### config.mk
export PLATFORM = sky130hd
export DESIGN_NAME = ssd_scan_driver
export DESIGN_NICKNAME = d
export VERILOG_FILES = /design/src/hw/ssd_pkg.sv /design/src/hw/ssd_step_counter.sv /design/src/hw/ssd_scan_driver.sv
export SDC_FILE = /design/constraint.sdc
export NUM_CORES = 1
export LEC_CHECK = 0
export BUFFER_PORTS_ARGS = -buffer_cell sky130_fd_sc_hd__buf_2
export CAP_MARGIN = 15
export CORE_MARGIN = 4
export CORE_UTILIZATION = 48
export DETAILED_ROUTE_END_ITERATION = 6
export PLACE_DENSITY_LB_ADDON = 0.08
export SYNTH_ARGS = -nofsm -noshare
export SYNTH_HDL_FRONTEND = slang
export SYNTH_HIERARCHICAL = 1
export SYNTH_SLANG_ARGS = --single-unit
export TNS_END_PERCENT = 5
### constraint.sdc
create_clock -name clk -period 3.9 [get_ports clk]
set_input_delay 0.78 -clock clk [delete_from_list [all_inputs] [get_ports clk]]
set_output_delay 0.78 -clock clk [all_outputs]
set_load 0.05 [all_outputs]
### src/hw/ssd_pkg.sv
// Package for the scan driven seven segment display sequencer.
// Assumes a single 10 MHz clock; one scan cycle is one enabled clock.
package ssd_pkg;

   // ****************************************************************
   // Sizes and timing
   // ****************************************************************
   localparam int unsigned SSD_CLK_HZ        = 10_000_000;
   localparam int unsigned SSD_ROUND_CYCLES  = 12;
   localparam int unsigned SSD_STEP_CYCLES   = 3;
   localparam int unsigned SSD_LATCHES       = 4;
   localparam int unsigned SSD_DIGIT_W       = 4;
   localparam int unsigned SSD_OUT_W         = 16;
   localparam logic [3:0]  SSD_LAST_CYCLE    = 4'hB;
   localparam logic [1:0]  SSD_LAST_PHASE    = 2'h2;

   // ****************************************************************
   // Control constant fields
   // ****************************************************************
   localparam int unsigned SSD_CTRL_W        = 16;
   localparam logic [15:0] SSD_CTRL_MAX      = 16'h0007;
   localparam int unsigned SSD_CTRL_WIDE_BIT = 2;
   localparam int unsigned SSD_CTRL_DINV_BIT = 1;
   localparam int unsigned SSD_CTRL_LINV_BIT = 0;

   // ****************************************************************
   // Output word field positions
   // ****************************************************************
   localparam int unsigned SSD_N_DATA_LSB    = 0;
   localparam int unsigned SSD_N_LATCH_LSB   = 4;
   localparam int unsigned SSD_N_ROUND_BIT   = 8;
   localparam int unsigned SSD_W_LEFT_LSB    = 0;
   localparam int unsigned SSD_W_RIGHT_LSB   = 4;
   localparam int unsigned SSD_W_LATCH_LSB   = 8;
   localparam int unsigned SSD_W_ROUND_BIT   = 12;

   // ****************************************************************
   // Reset values
   // ****************************************************************
   localparam logic [3:0]  SSD_CYCLE_RST     = 4'h0;
   localparam logic [15:0] SSD_WORD_RST      = 16'h0000;

endpackage : ssd_pkg

### src/hw/ssd_step_counter.sv
// Round position counter for the display sequencer.
// Assumes restart and advance come from logic on the same clock.
`timescale 1ns/1ps
module ssd_step_counter
   import ssd_pkg::*;
(
   input  wire logic       clk,
   input  wire logic       rst,
   input  wire logic       ce,
   input  wire logic       restart,
   output logic [3:0]      cycle,
   output logic            last
);

   typedef struct packed {
      logic [3:0] cycle;
   } ssd_cnt_type;

   ssd_cnt_type state_q;
   ssd_cnt_type state_d;

   // Wraps after the last cycle so rounds run back to back
   always_comb
   begin
      state_d = state_q;
      // Restart cycle itself is cycle zero, so the count goes on at one;
      // loading zero here would stretch the first round to 13 cycles
      if (restart)
         state_d.cycle = SSD_CYCLE_RST + 4'h1;
      else if (state_q.cycle == SSD_LAST_CYCLE)
         state_d.cycle = SSD_CYCLE_RST;
      else
         state_d.cycle = state_q.cycle + 4'h1;
   end

   always_ff @(posedge clk)
   begin
      if (rst)
         state_q <= '{cycle: SSD_CYCLE_RST};
      else if (ce)
         state_q <= state_d;
   end

   assign cycle = state_q.cycle;
   assign last  = (state_q.cycle == SSD_LAST_CYCLE);

endmodule : ssd_step_counter

### src/hw/ssd_scan_driver.sv
// Seven segment scan driver: steps four or eight BCD digits through
// shared data lines and four latch strobes, one round per 12 cycles.
// Assumes run, ctrl and source words come from logic on this clock.
`timescale 1ns/1ps
module ssd_scan_driver
   import ssd_pkg::*;
(
   input  wire logic                  clk,
   input  wire logic                  rst,
   input  wire logic                  ce,
   input  wire logic                  run,
   input  wire logic [SSD_CTRL_W-1:0] ctrl,
   input  wire logic [15:0]           src_lo,
   input  wire logic [15:0]           src_hi,
   output logic [SSD_OUT_W-1:0]       out_word,
   output logic                       fault_indicator,
   output logic                       ctrl_bad
);
   import ssd_pkg::*;

   // ****************************************************************
   // State
   // ****************************************************************
   typedef struct packed {
      logic        run;
      logic [15:0] lo;
      logic [15:0] hi;
      logic [15:0] out;
      logic        bad;
   } ssd_state_type;

   ssd_state_type state_q;
   ssd_state_type state_d;

   logic       restart;
   logic [3:0] cycle;
   logic       last;
   logic [1:0] pos;
   logic [1:0] phase;
   logic       strobe;
   logic       wide;
   logic       dinv;
   logic       linv;
   logic [3:0] code_l;
   logic [3:0] code_r;
   logic [3:0] strobes;

   // Restart on rising run; resumed runs never continue mid-round
   assign restart = run & ~state_q.run;

   ssd_step_counter u_cnt (
      .clk     (clk),
      .rst     (rst),
      .ce      (ce),
      .restart (restart),
      .cycle   (cycle),
      .last    (last)
   );

   // ****************************************************************
   // Decode of round position and control
   // ****************************************************************
   // Three cycles per strobe; the restart cycle decodes as cycle 0 whatever the counter holds
   assign pos    = 2'((restart ? 4'h0 : cycle) / 4'(SSD_STEP_CYCLES));
   assign phase  = 2'((restart ? 4'h0 : cycle) % 4'(SSD_STEP_CYCLES));
   assign strobe = (phase == 2'h1);
   assign wide   = ctrl[SSD_CTRL_WIDE_BIT];
   assign dinv   = ctrl[SSD_CTRL_DINV_BIT];
   assign linv   = ctrl[SSD_CTRL_LINV_BIT];

   // Digit lsb first; right block from second word in wide mode.
   // The restart cycle reads the source words directly, because the
   // snapshot only lands at that edge; data then stays put round strobe 0
   always_comb
   begin
      if (restart)
      begin
         code_l = src_lo[SSD_DIGIT_W-1:0];
         code_r = src_hi[SSD_DIGIT_W-1:0];
      end
      else
      begin
         code_l = state_q.lo[pos*SSD_DIGIT_W +: SSD_DIGIT_W];
         code_r = state_q.hi[pos*SSD_DIGIT_W +: SSD_DIGIT_W];
      end
      strobes = 4'h0;
      strobes[pos] = strobe;
   end

   // ****************************************************************
   // Next state
   // ****************************************************************
   // Output word is registered so pins never glitch between phases
   always_comb
   begin
      state_d     = state_q;
      state_d.run = run;
      state_d.bad = (ctrl > SSD_CTRL_MAX);
      // Snapshot at each round start, source edits wait a round
      if (restart || (run && last))
      begin
         state_d.lo = src_lo;
         state_d.hi = src_hi;
      end
      if (!run)
         state_d.out = SSD_WORD_RST;
      else
      begin
         state_d.out = SSD_WORD_RST;
         if (wide)
         begin
            // Both blocks share one set of strobes
            state_d.out[SSD_W_LEFT_LSB +: 4]  =
               code_l ^ {4{dinv}};
            state_d.out[SSD_W_RIGHT_LSB +: 4] =
               code_r ^ {4{dinv}};
            state_d.out[SSD_W_LATCH_LSB +: 4] =
               strobes ^ {4{linv}};
            state_d.out[SSD_W_ROUND_BIT] =
               ~restart & last;
         end
         else
         begin
            state_d.out[SSD_N_DATA_LSB +: 4]  =
               code_l ^ {4{dinv}};
            state_d.out[SSD_N_LATCH_LSB +: 4] =
               strobes ^ {4{linv}};
            state_d.out[SSD_N_ROUND_BIT] =
               ~restart & last;
         end
      end
   end

   // ****************************************************************
   // Registers
   // ****************************************************************
   always_ff @(posedge clk)
   begin
      if (rst)
         state_q <= '0;
      else if (ce)
         state_q <= state_d;
   end

   // Every digit position is cycled whatever the display fitted
   assign out_word        = state_q.out;
   assign fault_indicator = 1'b0;
   assign ctrl_bad        = state_q.bad;

endmodule : ssd_scan_driver

; Yosys cells after proc, flatten, opt, wreduce, memory -nomap -nowiden
; Index checks and enable logic that the tools add are counted.
[word_totals]
register_bits = 54
latchBits = 0
ramBits = 0
mem_bits_ro = 0
input_bits = 52
out_inout_bits = 18
wordCells = 38
n_memories = 0
[classes]
add_sub_neg = 1
mul = 0
div_mod_pow = 2
magnitude_cmp = 3
n_eq_ne = 2
shift = 2
n_mux = 10
bitwise_logic = 8
n_reduce_logical = 4
[ops]
columns = op, n
row1 = $shiftx A16 B5 Y4, 2
row2 = $mux W4, 6
row3 = $gt A16 B3 Y1 const B, 1
row4 = $mux W13, 1
row5 = $xor A4 B4 Y4, 3
row6 = $mux W9, 1
row7 = $add A4 B1 Y4 const B, 1
row8 = $and A4 B4 Y4, 1
row9 = $div A4 B2 Y4 const B, 1
row10 = $eq A4 B4 Y1 const B, 1
row11 = $mod A4 B2 Y4 const B, 1
row12 = $lt A2 B3 Y1 const B, 1
row13 = $and A1 B1 Y1, 2
row14 = $demux W1 S2, 1
row15 = $eq A2 B1 Y1 const B, 1
row16 = $ge A2 B1 Y1 const B, 1
row17 = $logic_and A1 B1 Y1, 2
row18 = $not A1 Y1, 2
row19 = $reduce_and A2 Y1, 1
row20 = $logic_or A1 B1 Y1, 1
row21 = $mux W1, 1

; Logic depth before layout (Yosys ltp)
[logic_depth]
depth_word = 12
mapped_depth = 18
ltp_nobuf = 15

; Hierarchy
; The synthesis kept the hierarchy.
[by_module_without_submodules]
columns = mod, n_inst, cells_per_inst, area_per_inst_um2, seq_area_each_um2
row1 = ssd_scan_driver, 1, 322, 2539.9, 940.9
row2 = ssd_step_counter, 1, 24, 209.0, 80.1

; Least setup slack after synthesis
; No wires, ideal clock.
[synth_timing]
path_kind = input to register
startpoint = in run
endpoint = reg state_q, in the netlist out_word[0]
setup_time_ns = 0.117
arrival_ns = 3.796
required_time_ns = 3.783
slack_ns = -0.013
stages = 17
path_buffers = 3
cell_sequence = nand2b_4 -> clkbuf_1 -> and2_1 -> ha_1 -> mux2i_1 -> ha_1 -> clkbuf_1 -> o21ai_0 -> ha_1 -> nor2b_1 -> o311a_1 -> buf_2 -> mux2_2 -> a22oi_1 -> o21ai_0 -> xnor2_1 -> a22o_1
[synth_between]
elab_chain_len = 8
[synth_rtl]
columns = item, line_no
row1 = start: declaration, ssd_scan_driver.sv:11  ; input wire logic run,
row2 = $and A1 B1 Y1, ssd_scan_driver.sv:49  ; assign restart = run & ~state_q.run;
row3 = $mux W4, ssd_scan_driver.sv:64  ; assign pos = 2'((restart ? 4'h0 : cycle) / 4'(SSD_STEP_CYCLES));
row4 = $div A4 B2 Y4, ssd_scan_driver.sv:64
row5 = $shiftx A16 B5 Y4, ssd_scan_driver.sv:83  ; code_l = state_q.lo[pos*SSD_DIGIT_W +: SSD_DIGIT_W];
row6 = $mux W4, ssd_scan_driver.sv:76  ; if (restart)
row7 = $xor A4 B4 Y4, "ssd_scan_driver.sv:114, ssd_scan_driver.sv:125"
row8 = $mux W9, ssd_scan_driver.sv:110  ; if (wide)
row9 = $mux W13 *, ssd_scan_driver.sv:105  ; if (!run)
row10 = end signal: assignment, ssd_scan_driver.sv:142  ; state_q <= state_d;
row11 = end: declaration, ssd_scan_driver.sv:32  ; ssd_state_type state_q;
; Every way passes the cells marked *; elsewhere a longest branch is shown, timed or not.
; A chain may end at the register's enable or synchronous reset.

; Worst setup path after layout
[layout_timing]
startpoint = in run
endpoint = reg state_q, in the netlist out_word[5]
[layout_between]
elab_chain_len = 11
[layout_rtl]
columns = item, line_no
row1 = $and A1 B1 Y1, ssd_scan_driver.sv:49
row2 = $mux W4, "ssd_scan_driver.sv:64, ssd_scan_driver.sv:65"
row3 = $div A4 B2 Y4, ssd_scan_driver.sv:64
row4 = $lt A2 B3 Y1 (not written as such) / $ge A2 B1 Y1 (equally long branches), ssd_scan_driver.sv:87  ; strobes[pos] = strobe;
row5 = $logic_and A1 B1 Y1 (not written as such), ssd_scan_driver.sv:87
row6 = $mux W1 (not written as such), ssd_scan_driver.sv:87
row7 = $demux W1 S2, ssd_scan_driver.sv:87
row8 = $and A4 B4 Y4 (no line), n/a
row9 = $xor A4 B4 Y4, ssd_scan_driver.sv:127  ; strobes ^ {4{linv}};
row10 = $mux W9, ssd_scan_driver.sv:110
row11 = $mux W13 *, ssd_scan_driver.sv:105
; Marked as above.

==> impl_results.html <==
<table>
<tr><th>Metric</th><th>Value</th></tr>
<tr><th colspan="2">Clock network</th></tr>
<tr><td>CTS Buffer Depth</td><td>2</td></tr>
<tr><td>Number of gates given a new drive strength after cts</td><td>0</td></tr>
<tr><td>CTS tree</td><td>done</td></tr>
<tr><td>Clock-pin slew reported for the worst setup and hold paths after clock tree synthesis</td><td>90 ps</td></tr>
<tr><td>Clock insertion delay at the later pin of the skew report</td><td>310 ps</td></tr>
<tr><td>Clock sink total</td><td>51</td></tr>
<tr><td>Buffer cell driving the clock tree root</td><td>sky130_fd_sc_hd__clkbuf_8</td></tr>
<tr><td>Hold buffer count at cts</td><td>0</td></tr>
<tr><td>Post CTS Setup Buffer Count</td><td>0</td></tr>
<tr><td>CTS Buf Count</td><td>5</td></tr>
<tr><td>Number of levels in the clock H-tree</td><td>2</td></tr>
<tr><th colspan="2">Die</th></tr>
<tr><td>Number of cell rows</td><td>27</td></tr>
<tr><td>Number of ports placed on the die boundary</td><td>70</td></tr>
<tr><td>Die boundary width</td><td>83.7 um</td></tr>
<tr><td>Total core area</td><td>5540 um2</td></tr>
<tr><td>Area enclosed by the die boundary</td><td>7000 um2</td></tr>
<tr><td>Initial Util</td><td>49.6%</td></tr>
<tr><td>DIE HEIGHT</td><td>83.7 um</td></tr>
<tr><th colspan="2">Power and ir drop</th></tr>
<tr><td>Fraction of power consumed by sequential logic</td><td>51.9%</td></tr>
<tr><td>Cell Pwr Density</td><td>345 nW/um2</td></tr>
<tr><td>IR Drop Worst-Case VDD</td><td>189 uV</td></tr>
<tr><td>Switching component of the power</td><td>306 uW</td></tr>
<tr><td>Internal Dissipation</td><td>772 uW</td></tr>
<tr><td>Switching power as a share of total power</td><td>28.4%</td></tr>
<tr><td>Logic pwr share</td><td>16.8%</td></tr>
<tr><td>Clk pwr share</td><td>31.4%</td></tr>
<tr><td>Static leakage</td><td>1.35 nW</td></tr>
<tr><th colspan="2">Yosys</th></tr>
<tr><td>Adder-cell share of the synthesized area</td><td>1.82%</td></tr>
<tr><td>Top FF cell, synth</td><td>sky130_fd_sc_hd__dfxtp_1</td></tr>
<tr><td>Mean post-synth cell area</td><td>7.94 um2</td></tr>
<tr><td>Netlist area before placement</td><td>2750 um2</td></tr>
<tr><td>Number of distinct library cells after synthesis</td><td>55</td></tr>
<tr><td>Cell type with the largest total area after synthesis</td><td>sky130_fd_sc_hd__dfxtp_1</td></tr>
<tr><td>Number of flops mapped to enable cells by yosys</td><td>0</td></tr>
<tr><td>Synthesized-area fraction occupied by xor and xnor cells</td><td>3.50%</td></tr>
<tr><td>Seq cells post-synth</td><td>51</td></tr>
<tr><td>Sequential share of the synthesized area</td><td>37.1%</td></tr>
<tr><td>Yosys synthesis warning count</td><td>6</td></tr>
<tr><td>Compound-gate portion of the synthesized area</td><td>20.1%</td></tr>
<tr><td>Area fraction of the dominant cell type after synthesis</td><td>37.1%</td></tr>
<tr><td>Leading cell types by total area after synthesis</td><td>sky130_fd_sc_hd__dfxtp_1, sky130_fd_sc_hd__nand2_1, sky130_fd_sc_hd__a21oi_1, sky130_fd_sc_hd__buf_4, sky130_fd_sc_hd__mux2i_1</td></tr>
<tr><td>Async SR Flop Fraction</td><td>0%</td></tr>
<tr><td>Simple-gate share of the synthesized area</td><td>22.7%</td></tr>
<tr><td>Combinational family with the most area after synthesis</td><td>simple AND/OR/NAND/NOR gates</td></tr>
<tr><td>Most common cell in the netlist</td><td>sky130_fd_sc_hd__nand2_1</td></tr>
<tr><td>Ranking of synthesized cells by instance count</td><td>sky130_fd_sc_hd__nand2_1, sky130_fd_sc_hd__dfxtp_1, sky130_fd_sc_hd__a21oi_1</td></tr>
<tr><td>Mux cell area share after synthesis</td><td>6.14%</td></tr>
<tr><td>Gate count of the mapped netlist</td><td>346</td></tr>
<tr><th colspan="2">Final layout</th></tr>
<tr><td>Share of layout cells above drive strength 1</td><td>23.0%</td></tr>
<tr><td>Net count, final</td><td>447</td></tr>
<tr><td>Number of fillers in the final layout</td><td>561</td></tr>
<tr><td>Area added between synthesis and finish</td><td>13.5%</td></tr>
<tr><td>Ant. Diodes</td><td>0</td></tr>
<tr><td>Cell area after layout</td><td>3120 um2</td></tr>
<tr><th colspan="2">STA</th></tr>
<tr><td>Total negative slack for setup checks</td><td>0 ps</td></tr>
<tr><td>Period utilisation layout</td><td>86.0%</td></tr>
<tr><td>Total count of max-transition violations in the final report</td><td>0</td></tr>
<tr><td>Fmax</td><td>0.298 GHz</td></tr>
<tr><td>Setup repair after global routing missed its margin</td><td>no</td></tr>
<tr><td>Max Clock Skew</td><td>2.60 ps</td></tr>
<tr><td>Worst rel slew slack</td><td>27.7%</td></tr>
<tr><td>Total of endpoints with negative setup slack in the final report</td><td>0</td></tr>
<tr><td>Min cycle time layout</td><td>3350 ps</td></tr>
<tr><td>Hold Fails Final Rpt</td><td>0</td></tr>
<tr><td>Slew @ Worst Pin</td><td>1080 ps</td></tr>
<tr><th colspan="2">Critical path</th></tr>
<tr><td>Worst EP arrival</td><td>3610 ps</td></tr>
<tr><td>Critical path startpoint category</td><td>input pin</td></tr>
<tr><td>Start of the worst register-to-register path</td><td>state_q[49]</td></tr>
<tr><td>Slack of the worst reg-to-reg path</td><td>670 ps</td></tr>
<tr><td>Path depth of the worst reg2reg path</td><td>16</td></tr>
<tr><td>Endpoint kind of the worst setup timing path</td><td>flip-flop</td></tr>
<tr><td>Data required time of the critical path</td><td>4160 ps</td></tr>
<tr><td>CP Class</td><td>input pin to flip-flop</td></tr>
<tr><td>Maximum fanout encountered on the critical timing path</td><td>7</td></tr>
<tr><td>Worst reg2reg endpoint</td><td>out_word[5]</td></tr>
<tr><th colspan="2">Placed design</th></tr>
<tr><td>Weighted congestion at the end of routability-driven global placement</td><td>0.845</td></tr>
<tr><td>Post-place instance area</td><td>3020 um2</td></tr>
<tr><td>Count of input and output buffers</td><td>65</td></tr>
<tr><td>DP HPWL</td><td>4860 um</td></tr>
<tr><th colspan="2">Routing</th></tr>
<tr><td>Aggregate routed wire length</td><td>6610 um</td></tr>
<tr><td>Drt first-iter violations</td><td>128</td></tr>
<tr><td>Count of vias placed by the detailed router</td><td>2468</td></tr>
<tr><td>Post-detailed-route count of antenna-violating nets</td><td>0</td></tr>
<tr><td>Avg Vias per Cell</td><td>5.32</td></tr>
<tr><td>Pre-antenna DRT Iters</td><td>4</td></tr>
<tr><td>Drt drc</td><td>0</td></tr>
<tr><td>Average wire per standard cell</td><td>14.2 um</td></tr>
<tr><th colspan="2">Global route</th></tr>
<tr><td>Number of antenna violations at the first check in global routing</td><td>0</td></tr>
<tr><td>All-layer global routing usage</td><td>18.8%</td></tr>
<tr><td>Total gr overflow</td><td>0</td></tr>
<tr><td>Global-route wire length before repair</td><td>10900 um</td></tr>
<tr><td>Via count of the first global-routing pass</td><td>2261</td></tr>
<tr><td>Pin count of the biggest net entering global routing</td><td>42</td></tr>
<tr><th colspan="2">Run</th></tr>
<tr><td>Number of maximum-capacitance violations</td><td>0</td></tr>
<tr><th colspan="2">Min path</th></tr>
<tr><td>Hold Crit Endpoint</td><td>state_q[31]</td></tr>
<tr><td>Startpoint of the lowest-slack hold path</td><td>state_q[31]</td></tr>
<tr><td>Class of the tightest hold or removal check</td><td>flip-flop to flip-flop</td></tr>
<tr><td>Hold Path Cell Cnt</td><td>2</td></tr>
<tr><th colspan="2">Run status</th></tr>
<tr><td>Result of the run</td><td>completed</td></tr>
</table>
-- kinds of logic after synthesis --
group / Yosys count
xor+xnor: 11
fa+ha+maj: 4
mux: 16
compound gates: 87
flops: 51
simple gates: 133
other cells: 1
buf+inv: 43
-- critical path, stage by stage --
cell                       delay [ps]
sky130_fd_sc_hd__buf_2            120
sky130_fd_sc_hd__nand2b_4          60
sky130_fd_sc_hd__and2_1           160
sky130_fd_sc_hd__ha_1             300
sky130_fd_sc_hd__mux2i_1          150
sky130_fd_sc_hd__ha_1             210
sky130_fd_sc_hd__nand3_1           70
sky130_fd_sc_hd__o21ai_0           90
sky130_fd_sc_hd__ha_1             260
sky130_fd_sc_hd__nor2b_1           70
sky130_fd_sc_hd__o311a_1          190
sky130_fd_sc_hd__buf_4            200
sky130_fd_sc_hd__nor4_1           270
sky130_fd_sc_hd__xor2_1           250
sky130_fd_sc_hd__o211ai_1         110
sky130_fd_sc_hd__a31oi_1          180
sky130_fd_sc_hd__a22o_1           140
-- stage by stage --
step | utilization (%) | instances | setup WS, ps | total power [mW] | hold slack [ps]
finish | 56.3 | 464 | 547 | 1.08 | 459
detailed placement | 54.4 | 456 | 248 | 0.753 | 444
CTS | 56.3 | 464 | 573 | 1.09 | 459
global placement | 54.4 | 456 | 350 | 0.751 | 443
floorplan | - | 349 | 60.1 | 0.702 | 432
global route | 56.3 | 464 | 337 | 1.13 | 472
-- area by class of cell --
| class | instances | area [um2] | share of cell area (%) |
|---|---|---|---|
| Tap cell | 72 | 90.1 | 2.89 |
| Clock inverter | 1 | 7.51 | 0.241 |
| Clock buffer | 7 | 96.3 | 3.09 |
| Multi-Input combinational cell | 255 | 1510 | 48.4 |
| Sequential cell | 51 | 1020 | 32.7 |
| Inverter | 7 | 26.3 | 0.842 |
| Timing Repair Buffer | 71 | 370 | 11.9 |
-- state kept, by name, indices dropped and copies added (netlist names) --
register / flops
state_q: 33
u_cnt/cycle: 4
out_word: 13
ctrl_bad: 1
-- layout by cell type (no fill, tap or decap), types with 8 or more instances in the layout --
cell type	n
sky130_fd_sc_hd__a21oi_1	40
sky130_fd_sc_hd__a22oi_1	9
sky130_fd_sc_hd__buf_2	65
sky130_fd_sc_hd__dfxtp_1	51
sky130_fd_sc_hd__mux2i_1	12
sky130_fd_sc_hd__nand2_1	79
sky130_fd_sc_hd__nand2b_1	8
sky130_fd_sc_hd__nor2_1	14
sky130_fd_sc_hd__o21ai_0	10
sky130_fd_sc_hd__xnor2_1	8
-- worst max-delay path by stage --
stage                   to  startpoint
5_1_grt        out_word[5]         run
3_5_place_dp   out_word[5]         run
3_3_place_gp   out_word[5]         run
2_1_floorplan  out_word[0]         run
6_report       out_word[5]         run
4_1_cts        out_word[5]         run
-- metal layers --
metal	vias to the layer above	part of all wire, %	global-route usage, %
met2	69	45	29.8
met4	0	1.6	5.70
met3	13	6.1	4.44
met5	-	0	0
li1	1271	-	-
met1	1115	48	25.4
-- power by group through the flow --
stage | registers (mW) | clock network [mW] | logic [mW]
2_1_floorplan | 0.569 | 0 | 0.134
3_3_place_gp | 0.571 | 0 | 0.180
3_5_place_dp | 0.571 | 0 | 0.181
4_1_cts | 0.559 | 0.347 | 0.182
5_1_grt | 0.562 | 0.370 | 0.199
6_report | 0.559 | 0.338 | 0.181
(Power assumes the default switching activity.)
